**src/core/hprc_pkg.sv**
```systemverilog
// Constants shared by the hub remap and status/command register block
package hprc_pkg;

  // ----------------------------------------------------------------
  // Register offsets
  // ----------------------------------------------------------------
  localparam logic [7:0] ADDR_PORT7_MAP    = 8'hFE;  // Port seven logical map
  localparam logic [7:0] ADDR_STATUS_CMD   = 8'hFF;  // Interface status/command
  localparam logic [7:0] ADDR_PROTECT_LAST = 8'hFE;  // Top of protected range

  // ----------------------------------------------------------------
  // Field positions
  // ----------------------------------------------------------------
  localparam int MAP_FIELD_MSB   = 3;  // Logical number field, bits 3:0
  localparam int BIT_ATTACH      = 0;  // Attach request, write protect
  localparam int BIT_SOFT_RESET  = 1;  // Register set reset command
  localparam int BIT_POWER_DOWN  = 2;  // Serial interface power down

  // ----------------------------------------------------------------
  // Values after reset and decode limits
  // ----------------------------------------------------------------
  localparam logic [7:0] RESET_PORT7_MAP  = 8'h00;
  localparam logic [2:0] RESET_STATUS_CMD = 3'h0;
  localparam logic [3:0] MAP_DISABLED     = 4'h0;  // Field code for disabled
  localparam logic [3:0] MAP_LAST_VALID   = 4'h7;  // Highest legal logical number
  localparam logic [3:0] DEFAULT_LOGICAL  = 4'h7;  // Numbering without remap
  localparam logic [7:0] READ_UNDEFINED   = 8'h00;  // Answer for unmapped reads

endpackage

```
**src/core/hprc_map_if.sv**
```systemverilog
// Interface between the register bank and the port seven map decoder
`timescale 1ns/100ps
interface hprc_map_if;
  logic [3:0] map_field;     // Stored low nibble of the map register
  logic       mode_enable;   // Remap mode selected
  logic       port_enable;   // Port seven enabled after decode
  logic [3:0] logical_port;  // Logical number reported for port seven

  modport bank (output map_field, output mode_enable,
                input  port_enable, input logical_port);
  modport decoder (input  map_field, input mode_enable,
                   output port_enable, output logical_port);
endinterface

```
**src/core/hprc_remap_decode.sv**
```systemverilog
// Decoder from the port seven map field to enable and logical number
`timescale 1ns/100ps
module hprc_remap_decode (
  hprc_map_if.decoder map
);

  // ----------------------------------------------------------------
  // Field decode
  // ----------------------------------------------------------------
  // Purely combinational; the bank registers the results
  always_comb begin
    if (!map.mode_enable) begin
      // Remap off: port keeps its physical number
      map.port_enable  = 1'b1;
      map.logical_port = hprc_pkg::DEFAULT_LOGICAL;
    end else if (map.map_field == hprc_pkg::MAP_DISABLED) begin
      // Zero code turns the port off
      map.port_enable  = 1'b0;
      map.logical_port = hprc_pkg::MAP_DISABLED;
    end else if (map.map_field <= hprc_pkg::MAP_LAST_VALID) begin
      // Codes one to seven pass straight through
      map.port_enable  = 1'b1;
      map.logical_port = map.map_field;
    end else begin
      // Reserved codes act exactly like zero
      map.port_enable  = 1'b0;
      map.logical_port = hprc_pkg::MAP_DISABLED;
    end
  end

endmodule

```
**src/core/hprc_regs.sv**
```systemverilog
// Port seven remap register and interface status/command register
//
// Notes on behaviour
// - Map field zero disables physical port seven
// - Field one to seven gives logical number
// - Field eight to fifteen acts as disabled
// - Upper nibble reserved, never used for mapping
// - Remap applies only with remap mode enabled
// - Hub reports port count, never chooses numbers
// - Map register at FEh, cleared on reset
// - Power-down bit stops interface after acknowledge
// - Reset bit restores registers and serial interface
// - Attach bit signals attach to upstream host
// - Attach bit blocks writes to 00h-FEh
// - Attach clear keeps serial slave interface active
// - In serial load mode, present on USB only after code load; otherwise present at once
// - Undefined addresses: writes ignored, reads zero
`timescale 1ns/100ps
module hprc_regs (
  input  wire logic       CLK_SYS,              // 10 MHz system clock
  input  wire logic       RESET,                // Asynchronous, active high
  input  wire logic [7:0] REG_ADDR,             // Register address from serial engine
  input  wire logic [7:0] REG_WDATA,            // Write data
  input  wire logic       REG_WR,               // Write strobe, one cycle
  input  wire logic       REG_RD,               // Read strobe, one cycle
  input  wire logic       ACK_DONE,             // Current acknowledge finished
  input  wire logic       REMAP_MODE_ENABLE,    // Remap mode from config byte three
  input  wire logic       SMBUS_LOAD_MODE,      // Hub configured for serial load
  output logic      [7:0] REG_RDATA,            // Read answer
  output logic            PORT7_ENABLE,         // Port seven counted and usable
  output logic      [3:0] PORT7_LOGICAL,        // Logical number of port seven
  output logic            USB_ATTACH,           // Present hub upstream
  output logic            CONFIG_WRITE_PROTECT, // Lock for 00h-FEh
  output logic            SERIAL_IF_ACTIVE,     // Serial slave may run
  output logic            SERIAL_IF_RESET,      // Serial slave reset pulse
  output logic            CONFIG_RESTORE        // Other registers back to defaults
);

  // ----------------------------------------------------------------
  // Storage and next values
  // ----------------------------------------------------------------
  logic [7:0] port7_logical_map;        // Map register, upper nibble kept
  logic [7:0] next_port7_logical_map;
  logic       usb_attach_bit;           // Attach request bit
  logic       next_usb_attach_bit;
  logic       soft_reset_bit;           // Reset command, self clearing
  logic       next_soft_reset_bit;
  logic       serial_if_power_down;     // Power-down request bit
  logic       next_serial_if_power_down;
  logic       power_down_done;          // Acknowledge seen after request
  logic       next_power_down_done;
  logic [7:0] next_rdata;
  logic       wr_map;                   // Write hits map register
  logic       wr_cmd;                   // Write hits status/command

  hprc_map_if map ();

  // ----------------------------------------------------------------
  // Decoder for port seven
  // ----------------------------------------------------------------
  // Only the low nibble goes out; the upper nibble is storage only
  assign map.map_field   = port7_logical_map[hprc_pkg::MAP_FIELD_MSB:0];
  assign map.mode_enable = REMAP_MODE_ENABLE;

  hprc_remap_decode u_decode (
    .map (map.decoder)
  );

  // ----------------------------------------------------------------
  // Write decode
  // ----------------------------------------------------------------
  // Attach locks the whole protected range, so the map is refused
  assign wr_map = REG_WR && (REG_ADDR == hprc_pkg::ADDR_PORT7_MAP)
                  && !usb_attach_bit;
  // The command register sits above the protected range
  assign wr_cmd = REG_WR && (REG_ADDR == hprc_pkg::ADDR_STATUS_CMD);

  // ----------------------------------------------------------------
  // Register next values
  // ----------------------------------------------------------------
  always_comb begin
    next_port7_logical_map    = port7_logical_map;
    next_usb_attach_bit       = usb_attach_bit;
    next_soft_reset_bit       = 1'b0;
    next_serial_if_power_down = serial_if_power_down;
    next_power_down_done      = power_down_done;
    if (soft_reset_bit) begin
      // Command seen last cycle: restore defaults, bit falls back
      next_port7_logical_map    = hprc_pkg::RESET_PORT7_MAP;
      next_usb_attach_bit       = hprc_pkg::RESET_STATUS_CMD[hprc_pkg::BIT_ATTACH];
      next_serial_if_power_down = hprc_pkg::RESET_STATUS_CMD[hprc_pkg::BIT_POWER_DOWN];
      next_power_down_done      = 1'b0;
      next_soft_reset_bit       = 1'b0;
    end else begin
      if (wr_map) begin
        next_port7_logical_map = REG_WDATA;
      end
      if (wr_cmd) begin
        // Reserved bits 7:3 are dropped
        next_usb_attach_bit       = REG_WDATA[hprc_pkg::BIT_ATTACH];
        next_soft_reset_bit       = REG_WDATA[hprc_pkg::BIT_SOFT_RESET];
        next_serial_if_power_down = REG_WDATA[hprc_pkg::BIT_POWER_DOWN];
      end
      // Power down takes effect only once the acknowledge is over
      if (!next_serial_if_power_down) begin
        next_power_down_done = 1'b0;
      end else if (ACK_DONE) begin
        next_power_down_done = 1'b1;
      end else if (wr_cmd) begin
        // A new command waits for its own acknowledge, not a stale one
        next_power_down_done = 1'b0;
      end
    end
  end

  // ----------------------------------------------------------------
  // Read mux
  // ----------------------------------------------------------------
  // Answer held until the next read strobe
  always_comb begin
    next_rdata = REG_RDATA;
    if (REG_RD) begin
      case (REG_ADDR)
        hprc_pkg::ADDR_PORT7_MAP: begin
          next_rdata = port7_logical_map;
        end
        hprc_pkg::ADDR_STATUS_CMD: begin
          next_rdata = {5'h00, serial_if_power_down, soft_reset_bit, usb_attach_bit};
        end
        default: begin
          next_rdata = hprc_pkg::READ_UNDEFINED;
        end
      endcase
    end
  end

  // ----------------------------------------------------------------
  // Registers
  // ----------------------------------------------------------------
  always_ff @(posedge CLK_SYS or posedge RESET) begin
    if (RESET) begin
      port7_logical_map    <= hprc_pkg::RESET_PORT7_MAP;
      usb_attach_bit       <= 1'b0;
      soft_reset_bit       <= 1'b0;
      serial_if_power_down <= 1'b0;
      power_down_done      <= 1'b0;
      REG_RDATA            <= hprc_pkg::READ_UNDEFINED;
    end else begin
      port7_logical_map    <= next_port7_logical_map;
      usb_attach_bit       <= next_usb_attach_bit;
      soft_reset_bit       <= next_soft_reset_bit;
      serial_if_power_down <= next_serial_if_power_down;
      power_down_done      <= next_power_down_done;
      REG_RDATA            <= next_rdata;
    end
  end

  // ----------------------------------------------------------------
  // Outputs, all registered
  // ----------------------------------------------------------------
  // Attach, protect and active outputs follow the next state so they line up with the registers
  always_ff @(posedge CLK_SYS or posedge RESET) begin
    if (RESET) begin
      PORT7_ENABLE         <= 1'b0;
      PORT7_LOGICAL        <= 4'h0;
      USB_ATTACH           <= 1'b0;
      CONFIG_WRITE_PROTECT <= 1'b0;
      SERIAL_IF_ACTIVE     <= 1'b1;
      SERIAL_IF_RESET      <= 1'b0;
      CONFIG_RESTORE       <= 1'b0;
    end else begin
      // Only enable counts toward the port total; host picks numbering
      PORT7_ENABLE         <= map.port_enable;
      PORT7_LOGICAL        <= map.logical_port;
      // In serial load mode the hub waits for attach, with no timeout
      USB_ATTACH           <= next_usb_attach_bit || !SMBUS_LOAD_MODE;
      CONFIG_WRITE_PROTECT <= next_usb_attach_bit;
      // Interface never powers down while attach is clear
      SERIAL_IF_ACTIVE     <= !(next_power_down_done && next_usb_attach_bit);
      SERIAL_IF_RESET      <= soft_reset_bit;
      CONFIG_RESTORE       <= soft_reset_bit;
    end
  end
endmodule

```
**config.mk**
```make
export PLATFORM = sky130hd
export DESIGN_NAME = hprc_regs
export DESIGN_NICKNAME = d
export VERILOG_FILES = /design/src/core/hprc_pkg.sv /design/src/core/hprc_map_if.sv /design/src/core/hprc_remap_decode.sv /design/src/core/hprc_regs.sv
export SDC_FILE = /design/constraint.sdc
export NUM_CORES = 1
export LEC_CHECK = 0
export ABC_AREA = 1
export BUFFER_PORTS_ARGS = -buffer_cell sky130_fd_sc_hd__buf_4
export CORE_ASPECT_RATIO = 0.5
export CORE_MARGIN = 4
export CORE_UTILIZATION = 45
export CTS_BUF_LIST = sky130_fd_sc_hd__clkbuf_8
export DETAILED_ROUTE_END_ITERATION = 8
export MAX_ROUTING_LAYER = met4
export PLACE_DENSITY_LB_ADDON = 0.12
export SETUP_SLACK_MARGIN = 0.5
export SYNTH_ARGS = -nofsm -noshare
export SYNTH_HDL_FRONTEND = slang
export SYNTH_SLANG_ARGS = --single-unit
```
**constraint.sdc**
```tcl
create_clock -name CLK_SYS -period 1.5 [get_ports CLK_SYS]
set_clock_uncertainty 0.1 [all_clocks]
set_input_delay 0.3 -clock CLK_SYS [delete_from_list [all_inputs] [get_ports CLK_SYS]]
set_output_delay 0.3 -clock CLK_SYS [all_outputs]
set_load 0.02 [all_outputs]
```
==> results of run 1 <==
placed cells by master (no fill, tap or decap):
| cell type | synthesis | routed |
|---|---|---|
| o22ai_2 | 0 | 1 |
| nor2_1 | 17 | 8 |
| nand2_2 | 0 | 17 |
| nand2_4 | 0 | 3 |
| clkbuf_8 | 0 | 3 |
| or2_4 | 0 | 1 |
| nor2_2 | 1 | 9 |
| nand2_8 | 0 | 1 |
| buf_6 | 1 | 30 |
| o22ai_4 | 0 | 2 |
| inv_1 | 17 | 10 |
| dfrtp_2 | 0 | 2 |
| o31ai_2 | 0 | 2 |
| buf_4 | 1 | 32 |
| inv_4 | 0 | 2 |
| nand4_1 | 3 | 3 |
| conb_1 | 1 | 1 |
| inv_2 | 1 | 5 |
| a21oi_2 | 0 | 1 |
| dfrtp_1 | 27 | 25 |
| bufinv_16 | 0 | 1 |
| dfstp_2 | 1 | 1 |
| o31ai_4 | 0 | 3 |
| o21ai_2 | 0 | 2 |
| nor3_4 | 1 | 1 |
| nor2_4 | 1 | 2 |
| nand3_2 | 0 | 2 |
| o21ai_0 | 3 | 2 |
| buf_8 | 0 | 2 |
| nand2_1 | 44 | 23 |
| clkinvlp_4 | 0 | 1 |
| nand4_4 | 1 | 2 |
what timing repair did:
item                                    in CTS  in global routing
endpoints found under the setup margin      40                 40
hold endpoints to repair                    27                  0
cloned                                       1                  0
pin swaps                                   14                 25
gates resized for setup                     51                 43
setup buffers                               15                  8
power groups by stage:
stage / registers [µW] / logic (µW) / clock network, µW
after global routing: 818 / 332 / 641
after CTS: 810 / 241 / 599
after floorplan: 836 / 84.0 / 0
final: 817 / 315 / 606
after detailed placement: 820 / 198 / 0
after global placement: 819 / 192 / 0
through the flow:
| stage | util | power (µW) |
|---|---|---|
| floorplan | - | 919.9 |
| global placement | 0.6503 | 1011 |
| detailed placement | 0.6503 | 1017 |
| CTS | 0.8175 | 1650 |
| global route | 0.9051 | 1792 |
| finish | 0.9051 | 1737 |
worst reg2reg max path, delay by kind of cell (launching register included):
family | cells | cell delay (ns)
buffers and inverters | 1 | 0.11
flip-flops | 1 | 0.45
AND/OR/NAND/NOR | 4 | 0.63
kinds of logic (layout without fill, tap and decap cells):
kind of cell,count (synthesis),after routing,share of synthesized area
buffers and inverters,22,86,0.07916
flip-flops,28,28,0.5844
other,1,1,0.003122
AND/OR/NAND/NOR,71,72,0.2656
AO/OA/AOI/OAI,13,13,0.06770
flip-flops by register name, indices dropped and copies added (netlist names):
signal                flops
port7_logical_map         8
soft_reset_bit            1
CONFIG_WRITE_PROTECT      1
CONFIG_RESTORE            1
PORT7_ENABLE              1
power_down_done           1
serial_if_power_down      1
SERIAL_IF_ACTIVE          1
REG_RDATA                 8
PORT7_LOGICAL             4
USB_ATTACH                1
area by class of cell:
cell class	instances	area share
Sequential cell	28	0.3281
Clock buffer	3	0.01923
Tap cell	35	0.02040
Inverter	18	0.03555
Clock inverter	1	0.01399
Multi-Input combinational cell	86	0.2995
Timing Repair Buffer	64	0.2832
per-layer routing:
layer / GRT usage / vias up / wire, µm
met4: 0.04040 / 0 / 286
met3: 0.05488 / 27 / 383
met5: - / - / 0
met1: 0.2713 / 624 / 1706
li1: - / 551 / -
met2: 0.3458 / 95 / 2214
worst paths after layout:
kind	endpoint	startpoint	cells after the start	slack, ns
worst max-delay path	port7_logical_map[4]	CONFIG_WRITE_PROTECT	5	0.13
worst min-delay path	PORT7_LOGICAL[3]	RESET	3	-0.02
worst max register to register	port7_logical_map[4]	CONFIG_WRITE_PROTECT	5	0.13
worst min register to register	REG_RDATA[7]	REG_RDATA[7]	2	0.43
max in group asynchronous	SERIAL_IF_ACTIVE	RESET	3	1.00
min in group CLK_SYS	USB_ATTACH	SMBUS_LOAD_MODE	2	0.08
==> results.cfg, run 1 <==
[sta]
finalMaxSlewViolations = 0
final.setup.tns_ns = 0
setup_viol = 0
finalCritPeriodShare = 0.9138
whs_ns = -0.01680
worstMarginPinSlew_ns = 0.5681
finalHoldViolations = 27
fin_ws_ns = 0.1293
min_period_ns = 1.371
fmax_mhz = 729.5
slew_headroom = 0.6208
rsz0062_at_grt = true

[drt]
drtPass1Iterations = 4
post-route-drc-count = 0
wl_um = 4590
vias_per_cell = 5.519
wl_per_cell_um = 19.53
drt_iter0_drc = 120
vias = 1297
postRouteAntennaNets = 0

[floorplanning]
ios = 41
rows = 12
die_area_mm2 = 0.003610
core_mm2 = 0.002372
die_h_um = 44.53
die_x_um = 81.07
start_util = 0.5063

[grt]
grtUsageTotal = 0.2122
grt_pass1_vias = 1124
antenna_found_initial = 0
overflow = 0
grt_pass1_wl_um = 5395
grt_max_degree = 29

[power]
leakagePower_uw = 0.001047
ir_drop_mv = 0.6596
p_per_area_mw_per_mm2 = 809.2
seqPwrFrac = 0.470
clkPwrFrac = 0.349
sw_frac_of_total = 0.2591
combinationalPowerShare = 0.181
switchingPower_uw = 450.1
p_int_uw = 1287

[yosys]
syn_nets = 158
synthArstFlopShare = 1.000
synth_edf_count = 0
syn_area_mm2 = 0.001201
ys_warn_count = 0
synth.ff_latch_count = 28
synth_top_area_frac = 0.5625
synthFlopType = dfrtp_1
ys_top_cells_by_area = dfrtp_1 56%, nand2_1 14%, inv_1 5.3%, nor2_1 5.3%, o31ai_1 3.1%
ys_seq_area_frac = 0.5844
yosys-top-cells-count = 44 x nand2_1, 27 x dfrtp_1, 17 x inv_1, 17 x nor2_1, 5 x o31ai_1
syn_avg_cell_area_um2 = 8.897
yosysTopAreaCell = dfrtp_1
syn_inst = 135
ys_types = 23
synth.most_common_cell = nand2_1

[finish]
multi_input_area_um2 = 643.1
area_growth_pct = 78.75
nFillCells = 90
nets = 224
finalNonFillerCells = 235
n_antenna_cell = 0
fin_area_mm2 = 0.002147
drive_gt1_frac = 0.6400
final-seq-area_um2 = 704.4

[run_status]
outcome = complete, but fails checks
violations = hold timing

[worst_setup_path]
crit_fanout = 8
max_stage_delay_ns = 0.45
path_delay_family = simple AND/OR/NAND/NOR gates
crit_slowest_cell = dfrtp_2
cp.buffers_inverters = 1
end_kind = flip-flop
start_kind = flip-flop
path_common_cell = nand2_1
crit_type = flip-flop to flip-flop
arrival_ns = 1.47
cp.required_ns = 1.60
cp_cell_sequence = inv_4 -> nand4_4 -> nand2_1 -> nand2_1 -> nor2_1

[clock_tree]
clk_latency_ns = 0.28
tritoncts = done
cts_root_buf = clkbuf_8
numCtsBuffers = 3
cts_sinks = 28
h-tree-depth = 1
clock_path_buffers = 2
clkTransAtPathRegs_ns = 0.10

[placed_design]
dp_slack_ns = 0.09081
portBuffers = 40
gp_congestion = 0.7625
dp.cells = 207
dpl_cell_area_mm2 = 0.001543
hpwl_um = 1965

[run]
cap_violations = 0

[worst_hold_path]
min-delay-path-class = input pin to asynchronous set/reset pin
No activity file was read; power rests on OpenSTA's default activity.
==> inputs of run 2 (changes only) <==
--- a/config.mk
+++ b/config.mk
@@ -13,4 +13,5 @@
 export CTS_BUF_LIST = sky130_fd_sc_hd__clkbuf_8
 export DETAILED_ROUTE_END_ITERATION = 8
+export GPL_TIMING_DRIVEN = 0
 export MAX_ROUTING_LAYER = met4
 export PLACE_DENSITY_LB_ADDON = 0.12
==> constraint.sdc (replaced) <==
create_clock -name CLK_SYS -period 1.5 [get_ports CLK_SYS]
set_clock_uncertainty 0.1 [all_clocks]
set_input_delay 0.075 -clock CLK_SYS [delete_from_list [all_inputs] [get_ports CLK_SYS]]
set_output_delay 0.075 -clock CLK_SYS [all_outputs]
set_load 0.02 [all_outputs]
==> results.cfg, run 2 (synthesis gave the netlist of run 1 again) <==
[worst_setup_path]
crit_type = flip-flop to primary output
cp.required_ns = 1.32
arrival_ns = 0.98
start_kind = flip-flop
crit_fanout = 2
end_kind = primary output

[floorplanning]
die_x_um = 81.07
core_mm2 = 0.002372
rows = 12
die_h_um = 44.53
ios = 41
start_util = 0.5063
die_area_mm2 = 0.003610

[drt]
post-route-drc-count = 0
vias_per_cell = 4.754
wl_per_cell_um = 13.32
wl_um = 3196
drtPass1Iterations = 4
postRouteAntennaNets = 0
drt_iter0_drc = 64
vias = 1141

[finish]
top_regs = REG_RDATA x8, port7_logical_map x8, PORT7_LOGICAL x4
nets = 229
nFillCells = 146
final_cell_mix = 37 x nand2_1, 34 x buf_4, 26 x dfrtp_1
drive_gt1_frac = 0.4195
area_growth_pct = 64.06
layout_commonest_cell = nand2_1
finalNonFillerCells = 240
utilization = 0.8307
fin_area_mm2 = 0.001971
n_antenna_cell = 0

[grt]
grt_pass1_vias = 1120
grt_pass1_wl_um = 5085
grtUsageTotal = 0.1995
overflow = 0
antenna_found_initial = 0
grt_max_degree = 29

[clock_tree]
cts_root_buf = clkbuf_8
clkTransAtPathRegs_ns = 0.10
tritoncts = done
h-tree-depth = 1
clk_latency_ns = 0.28
ctsHoldBuffers = 12
clock_path_buffers = 2
cts_sinks = 28
numCtsBuffers = 3

[power]
ir_drop_mv = 0.4843
leakagePower_uw = 0.001015
p_per_area_mw_per_mm2 = 843.5

[sta]
finalCritPeriodShare = 0.7705
whs_ns = -0.2444
min_period_ns = 1.156
setup_viol = 0
fmax_mhz = 865.2
slew_headroom = 0.5931
finalHoldViolations = 27
final.setup.tns_ns = 0
worstMarginPinSlew_ns = 0.6091
rsz0062_at_grt = true
finalMaxSlewViolations = 0

[worst_hold_path]
min-delay-path-class = input pin to asynchronous set/reset pin

[placed_design]
dp.cells = 210
hpwl_um = 2014
dpl_cell_area_mm2 = 0.001546
gp_congestion = 0.8334
portBuffers = 40

[run_status]
violations = hold timing
outcome = complete, but fails checks

[run]
cap_violations = 0
run 2: cell types whose count changed in the layout (fill, tap and decap cells not counted), moves of 3 or more:
cell / before / now
nor2_1: 8 / 14
o31ai_4: 3 / 0
buf_6: 30 / 23
nand2_4: 3 / 0
nand2_1: 23 / 37
dlygate4sd3_1: 0 / 12
nor2_2: 9 / 3
nand2_2: 17 / 7
o31ai_1: 0 / 5
run 2: stage by stage:
step                setup slack [ns]  hold WS, ns  power [µW]
finish                        0.3443      -0.2444        1662
global route                  0.2567      -0.1978        1726
CTS                           0.3567     -0.02347        1644
detailed placement            0.2512       0.1601        1011
global placement              0.2732       0.1404        1006
floorplan                     0.3532      0.03960       917.8
run 2: power breakdown:
part | leakage [µW] | internal [µW] | switching (µW) | total, µW
combinational | 0.000620 | 124 | 126 | 250
sequential | 0.000360 | 792 | 17.1 | 809
clock | 0.0000357 | 358 | 245 | 603
run 2: path summary, 6_finish.rpt:
check	from	endpoint	slack, ns	cells after the start
max	CONFIG_WRITE_PROTECT	CONFIG_WRITE_PROTECT	0.34	2
min	RESET	REG_RDATA[0]	-0.24	2
max reg2reg	CONFIG_WRITE_PROTECT	port7_logical_map[0]	0.35	6
min reg2reg	REG_RDATA[7]	REG_RDATA[7]	0.42	2
max in group asynchronous	RESET	CONFIG_WRITE_PROTECT	1.16	2
min in group CLK_SYS	REG_RD	REG_RDATA[7]	0.02	3
run 2: cell type report:
| type | count | area, µm² | share of cell area |
|---|---|---|---|
| plain buffers | 4 | 37.54 | 0.01905 |
| flip-flops and latches | 28 | 703.2 | 0.3568 |
| inverters | 18 | 71.32 | 0.03619 |
| multi-input cells | 85 | 442.9 | 0.2248 |
| repair buffers | 66 | 600.6 | 0.3048 |
| clock buffers | 3 | 41.29 | 0.02095 |
| clock inverters | 1 | 30.03 | 0.01524 |
| well taps | 35 | 43.79 | 0.02222 |
run 2: what timing repair did:
| action | CTS | global route |
|---|---|---|
| gates resized for setup | 21 | 22 |
| hold endpoints to repair | 44 | 27 |
| gates cloned | 1 | 0 |
| setup buffers | 12 | 1 |
| pin swaps | 0 | 1 |
| setup endpoints to repair | 25 | 61 |
run 2: routing by layer:
metal | vias up | GRT usage | routed length (µm)
li1 | 558 | - | -
met1 | 533 | 0.2529 | 1414
met2 | 44 | 0.3181 | 1507
met3 | 6 | 0.05691 | 237
met4 | 0 | 0.05051 | 36
met5 | - | - | 0
run 2: worst max-delay path: stages, from the launching register on:
cell and delay, ns:
dfrtp_2 0.43, buf_4 0.15, buf_6 0.12
==> inputs of run 3 (changes only) <==
Settings changed: ABC_AREA 1 to 0.
Clock period 1.5 ns to 1 ns, I/O delays scaled along.
==> results.cfg, run 3 <==
[run_status]
violations = hold timing, setup timing
outcome = complete, but fails checks

[grt]
grt_pass1_wl_um = 4533
grt_pass1_vias = 1006
antenna_found_initial = 0
grt_max_degree = 29
grtUsageTotal = 0.1721
overflow = 0

[sta]
rsz0062_at_grt = true
setup_viol = 25
finalMaxSlewViolations = 0
fmax_mhz = 737.9
final.setup.tns_ns = -4.297
slew_headroom = 0.5200
worstMarginPinSlew_ns = 0.7145
fin_ws_ns = -0.3552
min_period_ns = 1.355
whs_ns = -0.2653
finalCritPeriodShare = 1.355
finalHoldViolations = 42

[drt]
wl_met1_um = 1278
wl_um = 2977
drtPass1Iterations = 4
post-route-drc-count = 0
postRouteAntennaNets = 0
vias_per_cell = 5.035
route.met2.wl_um = 1456
met3_length_um = 218
drt_iter0_drc = 52
topRoutingLayerUsed = met4
vias = 1017
wl_per_cell_um = 14.74

[yosys]
ys_top_cells_by_area = dfrtp_1 55%, mux2i_1 9.7%, nand2_1 5.2%, a31o_2 3.5%, nor2b_1 3.0%
synth_compound_area_frac = 0.09109
yosys-top-cells-count = 27 x dfrtp_1, 17 x nand2_1, 12 x mux2i_1, 6 x nor2b_1, 6 x o21ai_0
syn_nets = 130
ys_warn_count = 0
synth_top_family_by_area = simple AND/OR/NAND/NOR gates
yosysTopAreaCell = dfrtp_1
synth_top_area_frac = 0.5466
synth.ff_latch_count = 28
ys_types = 29
synth_edf_count = 0
synthXorXnorAreaFrac = 0
synth_fa_ha_area_frac = 0
synthArstFlopShare = 1.000
ys_seq_area_frac = 0.5678
syn_avg_cell_area_um2 = 11.55
synthFlopType = dfrtp_1
synth-simple-area-share = 0.1660
synth.most_common_cell = dfrtp_1
synthMuxAreaShare = 0.1366
syn_area_mm2 = 0.001236
syn_inst = 107

[finish]
nets = 189
area_growth_pct = 58.60
drive_gt1_frac = 0.5818
final_cell_mix = 27 x buf_6, 27 x buf_4, 20 x dfrtp_1
nFillCells = 177
top_regs = REG_RDATA x8, port7_logical_map x8, PORT7_LOGICAL x4
n_antenna_cell = 0

[worst_setup_path]
crit_slowest_cell = dfrtp_2
crit_fanout = 3
max_stage_delay_ns = 0.42
reg2reg_slack_ns = -0.36
end_kind = flip-flop
cp.required_ns = 1.02
path_common_cell = buf_6
reg2reg_to = USB_ATTACH
cp_cell_sequence = buf_6 -> buf_6 -> buf_4 -> o311ai_0 -> o211ai_1
path_delay_family = flip-flops
arrival_ns = 1.38
path_depth = 5
cp.buffers_inverters = 3
reg2reg_depth = 5
start_kind = flip-flop
crit_start = CONFIG_WRITE_PROTECT
crit_end = USB_ATTACH
crit_type = flip-flop to flip-flop
timing.rr.start = CONFIG_WRITE_PROTECT

[floorplanning]
die_area_mm2 = 0.003700
die_x_um = 82.12
start_util = 0.4750
ios = 41
die_h_um = 45.06
core_mm2 = 0.002603
rows = 13

[clock_tree]
clk_latency_ns = 0.28
cts_root_buf = clkbuf_8
clock_path_buffers = 2
numCtsBuffers = 3
cts_sinks = 28
tritoncts = done
h-tree-depth = 1
clkTransAtPathRegs_ns = 0.10

[power]
ir_drop_mv = 0.8740
leakagePower_uw = 0.0009385
p_per_area_mw_per_mm2 = 1264
finalPower_uw = 2479

[placed_design]
hpwl_um = 2001
gp_congestion = 0.7488
dp_slack_ns = -0.5706
portBuffers = 39

[run]
cap_violations = 0

[worst_hold_path]
min-delay-path-class = input pin to asynchronous set/reset pin
[run 3: cell types whose count changed after synthesis, sizes merged, moves of 5 or more]
cell / delta
nand2: -27
nor2: -17
inv: -14
mux2i: +12
nor2b: +6
a31o: +5
[run 3: power breakdown]
group          internal, µW  switching [µW]  leakage (µW)  total (µW)
Combinational           185             175      0.000578         360
Clock                   536             357     0.0000357         894
Sequential             1190            39.3      0.000325        1230
Total                  1910             572      0.000939        2480
[run 3: final cells by class]
class,instances,area (µm²),area share
tap,37,46.29,0.02361
buffer,5,30.03,0.01532
sequential,28,710.7,0.3625
inverter,5,27.53,0.01404
clock inverter,1,30.03,0.01532
clock buffer,3,41.29,0.02106
timing repair buffer,54,515.5,0.2629
multi-input combinational,69,559.3,0.2853
[run 3: metrics by stage]
step | cells | utilization | hold WS [ns] | area (µm²)
6_report | 202 | 0.7534 | -0.2653 | 1961
5_1_grt | 202 | 0.7534 | -0.2360 | 1961
4_1_cts | 198 | 0.7288 | -0.2563 | 1897
3_5_place_dp | 183 | 0.6135 | 0.05584 | 1597
3_3_place_gp | 183 | 0.6135 | 0.05652 | 1597
2_1_floorplan | 107 | - | -0.1473 | 1257
[run 3: cells by family (layout without fill, tap and decap cells)]
group                  after synthesis  after routing
other                                1              1
flip-flops                          28             28
buffers and inverters               10             68
multiplexers                        16             16
AND/OR/NAND/NOR                     36             36
AO/OA/AOI/OAI                       16             16
[run 3: layer usage]
layer | GRT usage | vias to the layer above
met5 | - | -
met4 | 0.03974 | 0
met3 | 0.06375 | 4
met2 | 0.2825 | 32
met1 | 0.2046 | 496
li1 | - | 485
[run 3: what timing repair did]
| item | CTS | global route |
|---|---|---|
| hold endpoints to repair | 42 | 43 |
| buffers inserted | 11 | 4 |
| resized for setup | 42 | 10 |
| pin swaps | 7 | 5 |
| endpoints found under the setup margin | 45 | 45 |
[run 3: how the worst min path moves through the flow]
stage	from	to	slack (ns)	depth (start not counted)
2_1_floorplan	RESET	PORT7_ENABLE	-0.15	1
3_3_place_gp	RESET	REG_RDATA[3]	0.06	2
3_5_place_dp	RESET	REG_RDATA[7]	0.06	2
4_1_cts	RESET	REG_RDATA[7]	-0.26	2
5_1_grt	RESET	REG_RDATA[7]	-0.24	2
6_report	RESET	REG_RDATA[7]	-0.27	2
